--- src/bldbs_pkg.sv ---
// Constants and types for the byte lane and dynamic bus sizing sequencer
//------------------------------------------------------------------
//------------------------------------------------------------------
package bldbs_pkg;
  localparam int ADDR_W = 32;
  localparam int DATA_W = 32;
  localparam int FIFO_DEPTH = 8;
  // Request word: fill, io, write, length, address, write data
  localparam int REQ_W = 70;
  // Word address mask that keeps I/O cycles inside 64 KB
  localparam logic [29:0] IO_WORD_MASK = 30'h00003FFF;
  // Bus width codes taken from the width requests
  localparam logic [1:0] WID_32 = 2'h0;
  localparam logic [1:0] WID_16 = 2'h1;
  localparam logic [1:0] WID_8 = 2'h2;
  // Lane masks, active high inside the block
  localparam logic [3:0] LANES_NONE = 4'h0;
  localparam logic [7:0] FILL_LANES = 8'h0F;
  localparam logic [1:0] FILL_LAST = 2'h3;
  // Values after reset
  localparam logic [3:0] RST_SEL_N = 4'hF;
  localparam logic [29:0] RST_WORD = 30'h00000000;
  localparam logic [31:0] RST_DATA = 32'h00000000;
  localparam logic [63:0] RST_BUF = 64'h0000000000000000;
  typedef enum logic [2:0] {
    ST_IDLE = 3'b001,
    ST_ISSUE = 3'b010,
    ST_WAIT = 3'b100
  } bldbs_state_t;
endpackage

--- src/bldbs_fifo.sv ---
// Request FIFO with registered flags, parameterised width and depth
`timescale 1ns/100ps
module bldbs_fifo #(
  parameter int WIDTH = 8,
  parameter int DEPTH = 8
) (
  input wire logic clk, // System clock
  input wire logic arst_n, // Async reset, low
  input wire logic in_valid, // Writer has a word
  output logic in_ready, // Room for a word
  input wire logic [WIDTH-1:0] in_data, // Word in
  output logic out_valid, // Word available
  input wire logic out_ready, // Reader takes word
  output logic [WIDTH-1:0] out_data // Head word
);
  localparam int PW = $clog2(DEPTH);
  logic [WIDTH-1:0] mem [DEPTH];
  logic [PW-1:0] wp_q, wp_d, rp_q, rp_d;
  logic [PW:0] cnt_q, cnt_d;
  logic rdy_q, rdy_d, vld_q, vld_d, push, pop;

  // Pointer and count update; flags are registered from next count
  always_comb begin
    push = in_valid && rdy_q;
    pop = out_ready && vld_q;
    wp_d = push ? PW'(wp_q + 1'b1) : wp_q;
    rp_d = pop ? PW'(rp_q + 1'b1) : rp_q;
    cnt_d = cnt_q + (PW+1)'(push) - (PW+1)'(pop);
    rdy_d = cnt_d != (PW+1)'(DEPTH);
    vld_d = cnt_d != '0;
  end

  always_ff @(posedge clk or negedge arst_n) begin
    if (!arst_n) begin
      wp_q <= '0;
      rp_q <= '0;
      cnt_q <= '0;
      rdy_q <= 1'b1;
      vld_q <= 1'b0;
    end else begin
      wp_q <= wp_d;
      rp_q <= rp_d;
      cnt_q <= cnt_d;
      rdy_q <= rdy_d;
      vld_q <= vld_d;
    end
  end

  // Storage needs no reset; only flagged words are ever read
  always_ff @(posedge clk) begin
    if (push) begin
      mem[wp_q] <= in_data;
    end
  end

  assign in_ready = rdy_q;
  assign out_valid = vld_q;
  assign out_data = mem[rp_q];
endmodule // bldbs_fifo

--- src/bldbs_top.sv ---
// Byte lane select generation and dynamic bus sizing sequencer
`timescale 1ns/100ps
module bldbs_top (
  input wire logic CLK_SYS, // 100 MHz clock
  input wire logic ARST_N, // Async reset, low
  input wire logic REQ_VALID, // Transfer request
  output logic REQ_READY, // Request FIFO has room
  input wire logic [bldbs_pkg::ADDR_W-1:0] REQ_ADDR, // Byte address
  input wire logic [2:0] REQ_LEN, // Bytes: 1, 2 or 4
  input wire logic REQ_WRITE, // 1 write, 0 read
  input wire logic REQ_IO, // 1 I/O space, 0 memory
  input wire logic REQ_FILL, // Line fill of 16 bytes
  input wire logic [bldbs_pkg::DATA_W-1:0] REQ_WDATA, // Operand
  output logic RSP_VALID, // One-cycle completion pulse
  output logic RSP_LAST, // Final pulse of a request
  output logic [bldbs_pkg::DATA_W-1:0] RSP_RDATA, // Read operand
  output logic BUSY, // Sequencer working
  output logic BUS_START, // One-cycle cycle start
  output logic [29:0] BUS_WORD_ADDR, // Word address
  output logic [3:0] BYTE_LANE_SEL_N, // Byte lane selects, low
  output logic BUS_MEM, // 1 memory, 0 I/O cycle
  output logic BUS_WRITE, // 1 write cycle
  input wire logic BUS_READY_N, // Cycle end, low
  input wire logic HALF_WIDTH_REQ_N, // 16-bit device, low
  input wire logic BYTE_WIDTH_REQ_N, // 8-bit device, low
  input wire logic [31:0] DATA_LANES_I, // Data lanes in
  output logic [31:0] DATA_LANES_O, // Data lanes out
  output logic DATA_LANES_OE_N // Lane drive enable, low
);
  import bldbs_pkg::*;

  //----------------------------------------------------------------
  // Helpers
  //----------------------------------------------------------------
  // Width from the two requests; both asserted counts as bytes
  function automatic logic [1:0] width_of(input logic half_n,
                                          input logic byte_n);
    if (!byte_n) begin
      width_of = WID_8;
    end else if (!half_n) begin
      width_of = WID_16;
    end else begin
      width_of = WID_32;
    end
  endfunction

  // Selects still needed after a cycle of the given width
  function automatic logic [3:0] next_sel(input logic [3:0] cur,
                                          input logic [1:0] w);
    case (w)
      WID_8: next_sel = cur & 4'(cur - 4'h1);
      WID_16: begin
        if ((|cur[1:0]) && (|cur[3:2])) begin
          next_sel = {cur[3:2], 2'b00};
        end else begin
          next_sel = LANES_NONE;
        end
      end
      default: next_sel = LANES_NONE;
    endcase
  endfunction

  // Lanes that carry valid read data for the given width
  function automatic logic [3:0] cap_sel(input logic [3:0] cur,
                                         input logic [1:0] w);
    case (w)
      WID_8: cap_sel = cur & ~4'(cur - 4'h1);
      WID_16: cap_sel = (|cur[1:0]) ? {2'b00, cur[1:0]} : cur;
      default: cap_sel = cur;
    endcase
  endfunction

  // Byte lane mask widened to a bit mask
  function automatic logic [31:0] lane_bits(input logic [3:0] m);
    lane_bits = {{8{m[3]}}, {8{m[2]}}, {8{m[1]}}, {8{m[0]}}};
  endfunction

  //----------------------------------------------------------------
  // Request buffering
  //----------------------------------------------------------------
  logic fifo_rdy, head_vld, head_take;
  logic [REQ_W-1:0] head;

  bldbs_fifo #(
    .WIDTH(REQ_W),
    .DEPTH(FIFO_DEPTH)
  ) u_fifo (
    .clk(CLK_SYS),
    .arst_n(ARST_N),
    .in_valid(REQ_VALID),
    .in_ready(fifo_rdy),
    .in_data({REQ_FILL, REQ_IO, REQ_WRITE, REQ_LEN, REQ_ADDR,
              REQ_WDATA}),
    .out_valid(head_vld),
    .out_ready(head_take),
    .out_data(head)
  );

  //----------------------------------------------------------------
  // Sequencer state
  //----------------------------------------------------------------
  bldbs_state_t st_q, st_d;
  logic [31:0] addr_q, addr_d;
  logic wr_q, wr_d, io_q, io_d, fill_q, fill_d, hi_q, hi_d;
  logic [1:0] fcnt_q, fcnt_d;
  logic [7:0] m8_q, m8_d;
  logic [63:0] wbuf_q, wbuf_d, rbuf_q, rbuf_d;
  logic start_q, start_d, mem_q, mem_d, bwr_q, bwr_d;
  logic [29:0] word_q, word_d;
  logic [3:0] sel_n_q, sel_n_d;
  logic [31:0] dout_q, dout_d, rsp_q, rsp_d;
  logic oe_n_q, oe_n_d, rv_q, rv_d, rl_q, rl_d, busy_q, busy_d;

  // Working values shared by the sequencer
  logic [3:0] cur, nxt, cap;
  logic [1:0] wid;
  logic [7:0] mask_new;
  logic [63:0] rbuf_new;
  logic [29:0] word_base;
  logic [31:0] word_wdata;
  logic [2:0] h_len;
  logic [31:0] h_addr;

  // Next state: issue one cycle, wait for its end, then either
  // narrow the selects, move to the other word, start the next fill word, or finish
  always_comb begin
    st_d = st_q;
    addr_d = addr_q;
    wr_d = wr_q;
    io_d = io_q;
    fill_d = fill_q;
    hi_d = hi_q;
    fcnt_d = fcnt_q;
    m8_d = m8_q;
    wbuf_d = wbuf_q;
    rbuf_d = rbuf_q;
    start_d = 1'b0;
    mem_d = mem_q;
    bwr_d = bwr_q;
    word_d = word_q;
    sel_n_d = sel_n_q;
    dout_d = dout_q;
    rsp_d = rsp_q;
    oe_n_d = oe_n_q;
    rv_d = 1'b0;
    rl_d = 1'b0;
    busy_d = busy_q;
    head_take = 1'b0;
    h_len = head[66:64];
    h_addr = head[63:32];
    mask_new = 8'h00;
    cur = hi_q ? m8_q[7:4] : m8_q[3:0];
    wid = width_of(HALF_WIDTH_REQ_N, BYTE_WIDTH_REQ_N);
    nxt = next_sel(cur, wid);
    cap = cap_sel(cur, wid);
    rbuf_new = rbuf_q;
    // Data is taken from the lanes the selects name, no shifting
    if (hi_q) begin
      rbuf_new[63:32] = (rbuf_q[63:32] & ~lane_bits(cap))
                        | (DATA_LANES_I & lane_bits(cap));
    end else begin
      rbuf_new[31:0] = (rbuf_q[31:0] & ~lane_bits(cap))
                       | (DATA_LANES_I & lane_bits(cap));
    end
    // Same word across the extra cycles of one aligned area
    word_base = fill_q ? {addr_q[31:4], fcnt_q}
                       : 30'(addr_q[31:2] + 30'(hi_q));
    if (io_q) begin
      word_base = word_base & IO_WORD_MASK;
    end
    word_wdata = hi_q ? wbuf_q[63:32] : wbuf_q[31:0];
    case (st_q)
      ST_IDLE: begin
        busy_d = head_vld;
        if (head_vld) begin
          head_take = 1'b1;
          fill_d = head[69];
          io_d = head[68] && !head[69];
          wr_d = head[67] && !head[69];
          addr_d = head[69] ? {h_addr[31:4], 4'h0} : h_addr;
          // Operand lanes over two words; upper byte half is word+1
          case (h_len)
            3'h1: mask_new = 8'h01;
            3'h2: mask_new = 8'h03;
            default: mask_new = 8'h0F;
          endcase
          mask_new = 8'(mask_new << h_addr[1:0]);
          if (head[69]) begin
            mask_new = FILL_LANES;
          end
          m8_d = mask_new;
          hi_d = |mask_new[7:4];
          fcnt_d = 2'h0;
          wbuf_d = 64'({32'h0, head[31:0]} << {h_addr[1:0], 3'b000});
          rbuf_d = RST_BUF;
          st_d = ST_ISSUE;
        end
      end
      ST_ISSUE: begin
        start_d = 1'b1;
        word_d = word_base;
        sel_n_d = ~cur;
        mem_d = !io_q;
        bwr_d = wr_q;
        oe_n_d = !wr_q;
        dout_d = word_wdata & lane_bits(cur);
        st_d = ST_WAIT;
      end
      ST_WAIT: begin
        if (!BUS_READY_N) begin
          rbuf_d = rbuf_new;
          if (nxt != LANES_NONE) begin
            // Extra cycle on the same word with fewer selects
            if (hi_q) begin
              m8_d[7:4] = nxt;
            end else begin
              m8_d[3:0] = nxt;
            end
            st_d = ST_ISSUE;
          end else if (hi_q && (m8_q[3:0] != LANES_NONE)) begin
            // Upper word done; lower-order bytes follow
            m8_d[7:4] = LANES_NONE;
            hi_d = 1'b0;
            st_d = ST_ISSUE;
          end else if (fill_q && (fcnt_q != FILL_LAST)) begin
            // Hand each filled word up, then start the next
            rv_d = 1'b1;
            rsp_d = rbuf_new[31:0];
            fcnt_d = 2'(fcnt_q + 2'h1);
            m8_d = FILL_LANES;
            rbuf_d = RST_BUF;
            st_d = ST_ISSUE;
          end else begin
            rv_d = 1'b1;
            rl_d = 1'b1;
            rsp_d = 32'(rbuf_new >> {addr_q[1:0], 3'b000});
            m8_d = 8'h00;
            sel_n_d = RST_SEL_N;
            oe_n_d = 1'b1;
            busy_d = 1'b0;
            st_d = ST_IDLE;
          end
        end
      end
      default: begin
        st_d = ST_IDLE;
      end
    endcase
  end

  // Sequencer and output registers
  always_ff @(posedge CLK_SYS or negedge ARST_N) begin
    if (!ARST_N) begin
      st_q <= ST_IDLE;
      addr_q <= RST_DATA;
      wr_q <= 1'b0;
      io_q <= 1'b0;
      fill_q <= 1'b0;
      hi_q <= 1'b0;
      fcnt_q <= 2'h0;
      m8_q <= 8'h00;
      wbuf_q <= RST_BUF;
      rbuf_q <= RST_BUF;
      start_q <= 1'b0;
      mem_q <= 1'b1;
      bwr_q <= 1'b0;
      word_q <= RST_WORD;
      sel_n_q <= RST_SEL_N;
      dout_q <= RST_DATA;
      rsp_q <= RST_DATA;
      oe_n_q <= 1'b1;
      rv_q <= 1'b0;
      rl_q <= 1'b0;
      busy_q <= 1'b0;
    end else begin
      st_q <= st_d;
      addr_q <= addr_d;
      wr_q <= wr_d;
      io_q <= io_d;
      fill_q <= fill_d;
      hi_q <= hi_d;
      fcnt_q <= fcnt_d;
      m8_q <= m8_d;
      wbuf_q <= wbuf_d;
      rbuf_q <= rbuf_d;
      start_q <= start_d;
      mem_q <= mem_d;
      bwr_q <= bwr_d;
      word_q <= word_d;
      sel_n_q <= sel_n_d;
      dout_q <= dout_d;
      rsp_q <= rsp_d;
      oe_n_q <= oe_n_d;
      rv_q <= rv_d;
      rl_q <= rl_d;
      busy_q <= busy_d;
    end
  end

  //----------------------------------------------------------------
  // Outputs
  //----------------------------------------------------------------
  // Everything leaves from a flop; FIFO ready is its own flop
  assign REQ_READY = fifo_rdy;
  assign RSP_VALID = rv_q;
  assign RSP_LAST = rl_q;
  assign RSP_RDATA = rsp_q;
  assign BUSY = busy_q;
  assign BUS_START = start_q;
  assign BUS_WORD_ADDR = word_q;
  assign BYTE_LANE_SEL_N = sel_n_q;
  assign BUS_MEM = mem_q;
  assign BUS_WRITE = bwr_q;
  assign DATA_LANES_O = dout_q;
  assign DATA_LANES_OE_N = oe_n_q;
endmodule // bldbs_top

--- config.mk ---
export PLATFORM = sky130hd
export DESIGN_NAME = bldbs_top
export DESIGN_NICKNAME = d
export VERILOG_FILES = /design/src/bldbs_pkg.sv /design/src/bldbs_fifo.sv /design/src/bldbs_top.sv
export SDC_FILE = /design/constraint.sdc
export NUM_CORES = 1
export LEC_CHECK = 0
export BUFFER_PORTS_ARGS = -buffer_cell sky130_fd_sc_hd__clkbuf_2
export CAP_MARGIN = 0
export CORE_MARGIN = 1.5
export CORE_UTILIZATION = 52
export DETAILED_ROUTE_END_ITERATION = 6
export PLACE_DENSITY_LB_ADDON = 0.1
export SLEW_MARGIN = 20
export SYNTH_ARGS = -nofsm -noshare
export SYNTH_HDL_FRONTEND = slang
export SYNTH_HIERARCHICAL = 1
export SYNTH_SLANG_ARGS = --single-unit
--- constraint.sdc ---
create_clock -name CLK_SYS -period 17.17 [get_ports CLK_SYS]
set_input_delay 1.717 -clock CLK_SYS [delete_from_list [all_inputs] [get_ports CLK_SYS]]
set_output_delay 1.717 -clock CLK_SYS [all_outputs]
set_load 0.1 [all_outputs]
# After elaboration in Yosys (flattened, before gate mapping)
# Memory sizes are Yosys's and may differ from the RTL's.
# Cells that the tools add are included.
# op_classes
eq_ne,19
n_addsub,7
n_bitwise,14
shift,3
div,0
n_mul,0
n_lt_le_gt_ge,0
muxes,81
n_reduce_logical,28
# ops
op,count
$mux W64,5
$and A32 B32 Y32,4
$mux W32,4
$pmux W64 S2,1
$mux W8,8
$or A32 B32 Y32,2
$shl A32 B5 Y64,1
$shr A64 B5 Y32,1
$mux W30,2
$mux W4,13
$not A32 Y32,1
$pmux W4 S2,4
$add A30 B1 Y30,1
$mux W1,27
$reduce_and A5 Y1,4
$mux W2,9
$pmux W8 S2,1
$ne A2 B2 Y1 const B,7
$reduce_bool A4 Y1,3
$ne A3 B3 Y1 const B,3
$pmux W3 S3,1
$and A4 B4 Y4,2
$not A4 Y4,2
$reduce_and A4 Y1,2
25 further kinds,44
# totals
ram_bits,560
mem_count,1
latchBits,0
mem_bits_ro,0
ff_bits,294
wordCells,180
inputBits,108
# mem_list
name,words,word_bits,rd,rd_clocked_by_memory_dff,wr,line,text
u_fifo.mem,8,70,1,0,1,bldbs_fifo.sv:17,logic [WIDTH-1:0] mem [DEPTH];

# Logic depth before layout (Yosys ltp)
# Gate-level depths: netlist of run 1.
# logic_depth
depth_word,14
ltp_mapped,16
depth_no_buf,14

# Hierarchy
# Netlist of run 1, hierarchy kept.
# by_module_without_submodules
module,area_each_um2,instances,seq_area_each_um2,cells_per_inst
bldbs_fifo,21619.5,1,17117.7,868
bldbs_top,13287.7,1,6665.1,1393

# Least setup slack after synthesis of run 1
# Ideal clock, no wire load.
# synth_path
path_type,input -> register
startpoint,input port REQ_VALID
endpoint,memory u_fifo/mem[0][0] (netlist bit) (enable)
arrival_ns,8.552
n_path_buf,0
slack_ns,7.945
stages,2
path_cell_list,nand2_1 nor4_1
# synth_between
elab_chain_cells,3
# synth_lines
element,line,text
from (decl),bldbs_top.sv:6,"input wire logic REQ_VALID,"
$logic_and A1 B1 Y1,bldbs_fifo.sv:24,push = in_valid && rdy_q;
$mux W1,bldbs_fifo.sv:51,if (push) begin
$mux W1 (not written as such),bldbs_fifo.sv:52,mem[wp_q] <= in_data;
to (decl),bldbs_fifo.sv:17,
# No other way between the ends.

# Final worst setup path of run 1
# layout_path
startpoint,register u_fifo.rp_q[2]
endpoint,register m8_q[2]
# layout_lines
element,line,text
from (decl),bldbs_fifo.sv:18,"logic [PW-1:0] wp_q, wp_d, rp_q, rp_d;"
from (signal assigned),bldbs_fifo.sv:42,rp_q <= rp_d;
$mem_v2 Z8 W70,--,
net head[33],bldbs_top.sv:82,logic [REQ_W-1:0] head;
$shl A8 B2 Y8,bldbs_top.sv:187,mask_new = 8'(mask_new << h_addr[1:0]);
$mux W8,bldbs_top.sv:188,if (head[69]) begin
$mux W8,bldbs_top.sv:175,if (head_vld) begin
$mux W8,bldbs_top.sv:172,case (st_q)
$mux W8,bldbs_top.sv:175,
$pmux W8 S2,bldbs_top.sv:172,
to (signal assigned),bldbs_top.sv:283,m8_q <= m8_d;
to (decl),bldbs_top.sv:106,"logic [7:0] m8_q, m8_d;"
# The timed path passes the listed nets, and every way through them passes these cells. The select of a mux whose other input is x is not followed.
# A chain may end at the register's enable or synchronous reset.

==> flow_metrics.tcl, run 1 <==
set metrics [dict create \
    hold_class "reg2reg" \
    critPathKind "reg2reg" \
    worstMarginPinSlew_ns 1.00 \
    drt_iter0_markers 1588 \
    critPathMaxFanout 48 \
    yosysWarnings 6 \
    drc_errors 0 \
    ys_types 81 \
    synth_commonest_cells "edfxtp_1 (560), nand2_1 (346), dfrtp_1 (270)" \
    fp-row-count 94 \
    yosys.area_share.simple_pct 7.19 \
    io_pins 214 \
    ant_nets 0 \
    cts_buffers 87 \
    wire_per_inst_um 25.0 \
    die_h_um 262 \
    synth_ff_type "edfxtp_1" \
    synthesis.area_um2 34900 \
    overflow 0 \
    clkSlewWorstSetupHoldPaths_ns 0.06 \
    post-cts-setup-buffers 0 \
    synth-xor-area-share_pct 0.853 \
    p_leak_nw 15.1 \
    cp.required_ns 17.69 \
    synthCells 2261 \
    yosysSeqAreaShare_pct 68.1 \
    powerDensity_nw_per_um2 201 \
    dp.cells 3246 \
    synth_edf_count 560 \
    numPortBuffers 213 \
    ys_seq_elements 838 \
    stdcell_count 3412 \
    vdd_drop_max_mv 0.111 \
    dr.pass1.iters 6 \
    h-tree-depth 3 \
    rsz0062_at_grt "false" \
    finalHoldViolations 0 \
    die_area_um2 68700 \
    setup.worst_path.start_class "flip-flop" \
    grt_max_degree 165 \
    area_growth_syn_to_layout_pct 14.0 \
    via_per_inst 5.96 \
    grt_usage_pct 25.2 \
    synth_top_family_by_area "multiplexers" \
    post_cts_resize_count 0 \
    vias 20300 \
    synthAdderAreaFrac_pct 0.380 \
    crit_chain "buf_4 -> mux2_2 -> inv_1 -> nor2_1 -> o21a_1 -> a21oi_1 -> mux2_2" \
    grt_pass1_vias 20600 \
    clock_latency_ns 0.64 \
    synthMuxAreaShare_pct 15.0 \
    dp_hpwl_um 53400 \
    status "complete, no violations" \
    fin_nets 2589 \
    drive_gt1_share_pct 26.8 \
    avgSynthCellArea_um2 15.4 \
    arrival_ns 4.72 \
    fmax_ghz 0.238 \
    clock_path_buffers 3 \
    cts_hold_buf 0 \
    slew_violations 0 \
    max_slew_margin_pct 32.8 \
    setup_violations 0 \
    antenna_found_initial 9 \
    drv_cap 0 \
    crit_buf_inv 2 \
    grt_pass1_wl_um 128000 \
    synth_largest_area_cell "edfxtp_1" \
    start_util_pct 52.8 \
    synthesis.nets 2379 \
    setup_tns_ns 0 \
    cp_common_cell "mux2_2" \
    slowest_delay_ns 0.89 \
    cts_sinks 838 \
    regToRegSetupSlack_ns 12.96 \
    wl_um 85200 \
    core_area_um2 66100 \
    synth_top_cell_area_share_pct 48.2 \
    cts_root_buffer "clkbuf_16" \
    fin_skew_ns 0.0238 \
    crit_family "buffers and inverters" \
    synth_area_leaders "edfxtp_1 (48%), dfrtp_1 (19%), mux4_2 (9.2%), nand2_1 (3.7%), mux2_2 (3.2%)" \
    critPathSlowestCell "mux2_2" \
    die_w_um 262 \
    globalplace.congestion 0.887 \
    cp-end-kind "flip-flop" \
    async_flop_share_pct 33.2 \
    synth_most_common_cell "edfxtp_1" \
    min_period_ns 4.21 \
    synth_compound_area_share_pct 6.50 \
    cts_tree "done" \
    fin_crit_sh_pct 24.5 \
]
final cells by class:
type                       instances  area (um^2)
fill                            5027        26300
sequential                       838        23800
multi-input combinational       1274        10500
clock buffer                     111         2370
timing repair buffer             247         1340
tap                              864         1080
clock inverter                    51          604
inverter                          23         87.6
antenna                            4         10.0
through the flow:
| step | worst slack, ns | total power [mW] | instance area [um^2] | hold WS, ns | utilization [%] |
|---|---|---|---|---|---|
| after detailed placement | 12.83 | 6.11 | 36800 | 0.455 | 55.7 |
| after global placement | 12.89 | 6.07 | 36800 | 0.448 | 55.7 |
| after global routing | 12.72 | 8.37 | 39800 | 0.482 | 60.2 |
| after floorplan | 7.95 | 5.29 | 34900 | 0.438 | - |
| final | 12.96 | 8.00 | 39800 | 0.468 | 60.2 |
| after CTS | 12.97 | 8.05 | 39800 | 0.469 | 60.2 |
routing by layer:
| metal | part of all wire (%) | up-vias | track usage [%] |
|---|---|---|---|
| met5 | 0.068 | - | 0 |
| met4 | 2.8 | 8 | 7.59 |
| met3 | 6.6 | 145 | 5.08 |
| met2 | 48 | 656 | 39.7 |
| met1 | 43 | 10500 | 35.7 |
| li1 | - | 9051 | - |
state kept, by name, summed over array words and instances, names as in the netlist, 8 cells and up:
| register | count |
|---|---|
| RSP_RDATA | 32 |
| addr_q | 32 |
| BUS_WORD_ADDR | 30 |
| wbuf_q | 56 |
| m8_q | 8 |
| DATA_LANES_O | 32 |
| rbuf_q | 56 |
| u_fifo/mem | 560 |
cell usage in the layout (no fill, tap or decap), drive strengths merged, types with 27 or more instances in the layout:
master  count
o21ai     118
nand3      60
mux2i      90
clkinv     36
nand2     346
nor2       77
edfxtp    560
mux4      142
mux2      100
a22o       47
clkbuf    323
buf        35
a21oi      27
o31ai      28
dfrtp     270
logic make-up after synthesis:
| kind of cell | after synthesis |
|---|---|
| buffers and inverters | 149 |
| DFF | 838 |
| muxes | 332 |
| adders and majority gates | 10 |
| and+or+nand+nor | 572 |
| AOI/OAI and AO/OA | 326 |
| xor gates and xnor gates | 34 |
power by group:
part	switching, mW	leakage [nW]	internal [mW]
Clock	0.782	1.45	1.15
Combinational	2.15	5.01	1.02
Sequential	0.299	8.66	2.60
Total	3.23	15.1	4.76
final timing paths:
check / start / endpoint / cells past startpoint
worst max register to register: u_fifo/rp_q[2]$_DFFE_PN0P_ / m8_q[2]$_DFFE_PN0P_ / 7
worst max-delay path: u_fifo/rp_q[2]$_DFFE_PN0P_ / m8_q[2]$_DFFE_PN0P_ / 7
max in group asynchronous: ARST_N / u_fifo/rp_q[1]$_DFFE_PN0P_ / 2
worst min-delay path: DATA_LANES_O[29]$_DFFE_PN0P_ / DATA_LANES_O[29]$_DFFE_PN0P_ / 2
min in group asynchronous: ARST_N / RSP_RDATA[23]$_DFFE_PN0P_ / 1
worst min register to register: DATA_LANES_O[29]$_DFFE_PN0P_ / DATA_LANES_O[29]$_DFFE_PN0P_ / 2
worst min-delay path, stage by stage (launching register included):
cell and delay (ns):
dfrtp_1 0.34, nand2_1 0.05, nand2_1 0.05
Note: power is estimated with default switching activity, not from simulation.
==> run 2, diff against run 1 <==
clock period = 3.8 ns   (was 17.17 ns; I/O delays follow)
==> run 2 against run 1 <==
Effect of this change: the flow now finishes with violations (design-rule violations); via count rose by 0.68%; worst setup slack lost 12 ns; sequential power rose to 4.5 times the previous value; die area is the same; utilization is 0.63 points higher; sequential share of layout area decreased by 0.61 points; clock skew barely moved; final cell count is 1.3% higher; clock power rose to 4.2 times the previous value; clock-buffer cell count up 11; register-to-register slack got worse by 12 ns; critical path type unchanged.
==> flow_metrics.tcl, run 2 (synthesized netlist as in run 1, its figures left out) <==
set metrics [dict create \
    worstMarginPinSlew_ns 1.07 \
    setup_violations 0 \
    largest-register "u_fifo/mem" \
    slew_violations 0 \
    fmax_ghz 0.345 \
    core_area_um2 66100 \
    fin_ws_ns 0.898 \
    dp_hpwl_um 52900 \
    fin_util_pct 60.8 \
    cp_common_cell "mux2_2" \
    antenna_found_initial 9 \
    placed_area_um2 37100 \
    setup.worst_path.start_class "flip-flop" \
    largest_reg_flops 560 \
    critPathSlowestCell "dfrtp_4" \
    grt_usage_pct 25.1 \
    globalplace.congestion 0.891 \
    setup_tns_ns 0 \
    cp-end-kind "flip-flop" \
    clock_latency_ns 0.64 \
    hold_ws_ns 0.0265 \
    dp_slack_ns 0.858 \
    violations "design-rule violations" \
    ant_nets 0 \
    die_h_um 262 \
    max_slew_margin_pct 28.6 \
    hold_class "in2reg" \
    grt_pass1_vias 20900 \
    fp-row-count 94 \
    drive_gt1_share_pct 26.4 \
    vdd_drop_max_mv 0.665 \
    status "finished, violations left" \
    stdcell_count 3457 \
    die_w_um 262 \
    wire_per_inst_um 24.4 \
    via_per_inst 5.92 \
    crit_chain "mux4_2 -> mux2_2 -> inv_1 -> buf_4 -> nor2_1 -> o22a_1 -> nor4_1 -> o21bai_1 -> mux2_2" \
    numPortBuffers 213 \
    grt_max_degree 96 \
    post-cts-setup-buffers 0 \
    critPathKind "reg2reg" \
    dr.pass1.iters 7 \
    start_util_pct 52.8 \
    critPathMaxFanout 19 \
    power.total_mw 35.7 \
    fin_crit_sh_pct 76.4 \
    cp.required_ns 4.31 \
    drv_cap 0 \
    finalHoldViolations 0 \
    cts_sinks 838 \
    area_growth_syn_to_layout_pct 15.2 \
    powerDensity_nw_per_um2 889 \
    h-tree-depth 3 \
    fin_area_um2 40200 \
    dp.cells 3263 \
    top_regs "u_fifo/mem (560), rbuf_q (56), wbuf_q (56)" \
    fin_nets 2639 \
    grt_pass1_wl_um 128000 \
    wl_um 84400 \
    min_period_ns 2.90 \
    die_area_um2 68700 \
    rsz0062_at_grt "false" \
    overflow 0 \
    fin_skew_ns 0.0242 \
    arrival_ns 3.42 \
    vias 20500 \
    final_cell_mix "edfxtp_1 (560), nand2_1 (346), dfrtp_1 (266), clkbuf_2 (212), mux4_2 (142)" \
    clkSlewWorstSetupHoldPaths_ns 0.06 \
    slowest_delay_ns 0.68 \
    drc_errors 1 \
    layout_commonest_cell "edfxtp_1" \
    io_pins 214 \
    clock_path_buffers 3 \
    cts_root_buffer "clkbuf_16" \
    cts_tree "done" \
    drt_iter0_markers 1771 \
    cts_buffers 86 \
    p_leak_nw 15.3 \
]
==> run 2: cell count changes in the layout (fill, tap and decap cells not counted), moves of 5 or more <==
cell / delta
dlygate4sd3_1: +34
clkbuf_1: +10
clkinvlp_4: -5
buf_12: +10
bufinv_16: -8
buf_4: +7
==> run 2: worst paths after layout <==
path	startpoint	endpoint	slack, ns	cells past startpoint
min in group asynchronous	ARST_N	RSP_RDATA[12]$_DFFE_PN0P_	0.34	2
worst max-delay path	u_fifo/rp_q[0]$_DFFE_PN0P_	m8_q[3]$_DFFE_PN0P_	0.90	9
worst max register to register	u_fifo/rp_q[0]$_DFFE_PN0P_	m8_q[3]$_DFFE_PN0P_	0.90	9
worst min register to register	wbuf_q[3]$_DFFE_PN0P_	wbuf_q[3]$_DFFE_PN0P_	0.47	2
max in group asynchronous	ARST_N	BUS_MEM$_DFFE_PN1P_	2.51	3
worst min-delay path	REQ_ADDR[4]	u_fifo/mem[3][36]$_DFFE_PP_	0.03	1
==> run 2: cell type report <==
type                    count  area (um^2)
fillers                  4999        25900
clock inverters            34          304
multi-input cells        1274        10500
well taps                 864         1080
clock buffers             122         2450
repair buffers            298         1940
inverters                  23         87.6
diodes                      4         10.0
flip-flops and latches    838        23800
==> run 2: routing by layer <==
metal / vias up / wire length (um) / part of all wire, % / global-route usage, %
li1: 9161 / - / - / -
met1: 10500 / 37200 / 44 / 35.9
met2: 655 / 39800 / 47 / 39.7
met3: 139 / 5300 / 6.3 / 4.64
met4: 8 / 2070 / 2.5 / 7.06
met5: - / 59 / 0.070 / 0
==> run 2: worst max-delay path, delay by kind of cell (launching register included) <==
kind / cells / cell delay (ns)
buffers and inverters: 2 / 0.27
AND/OR/NAND/NOR: 2 / 0.42
flip-flops: 1 / 0.68
AO/OA/AOI/OAI: 2 / 0.29
multiplexers: 3 / 1.09
==> run 2: repair_timing <==
| item | 4_1_cts | 5_1_grt |
|---|---|---|
| resized for setup | 0 | 0 |
| endpoints found under the hold margin | 281 | 0 |
| hold buffers | 34 | 0 |
==> run 2: report_power, final <==
group	leakage [nW]	internal [mW]	switching, mW	total (mW)
sequential	8.66	11.7	1.27	13.0
clock	1.36	4.72	3.45	8.17
combinational	5.28	4.80	9.77	14.6
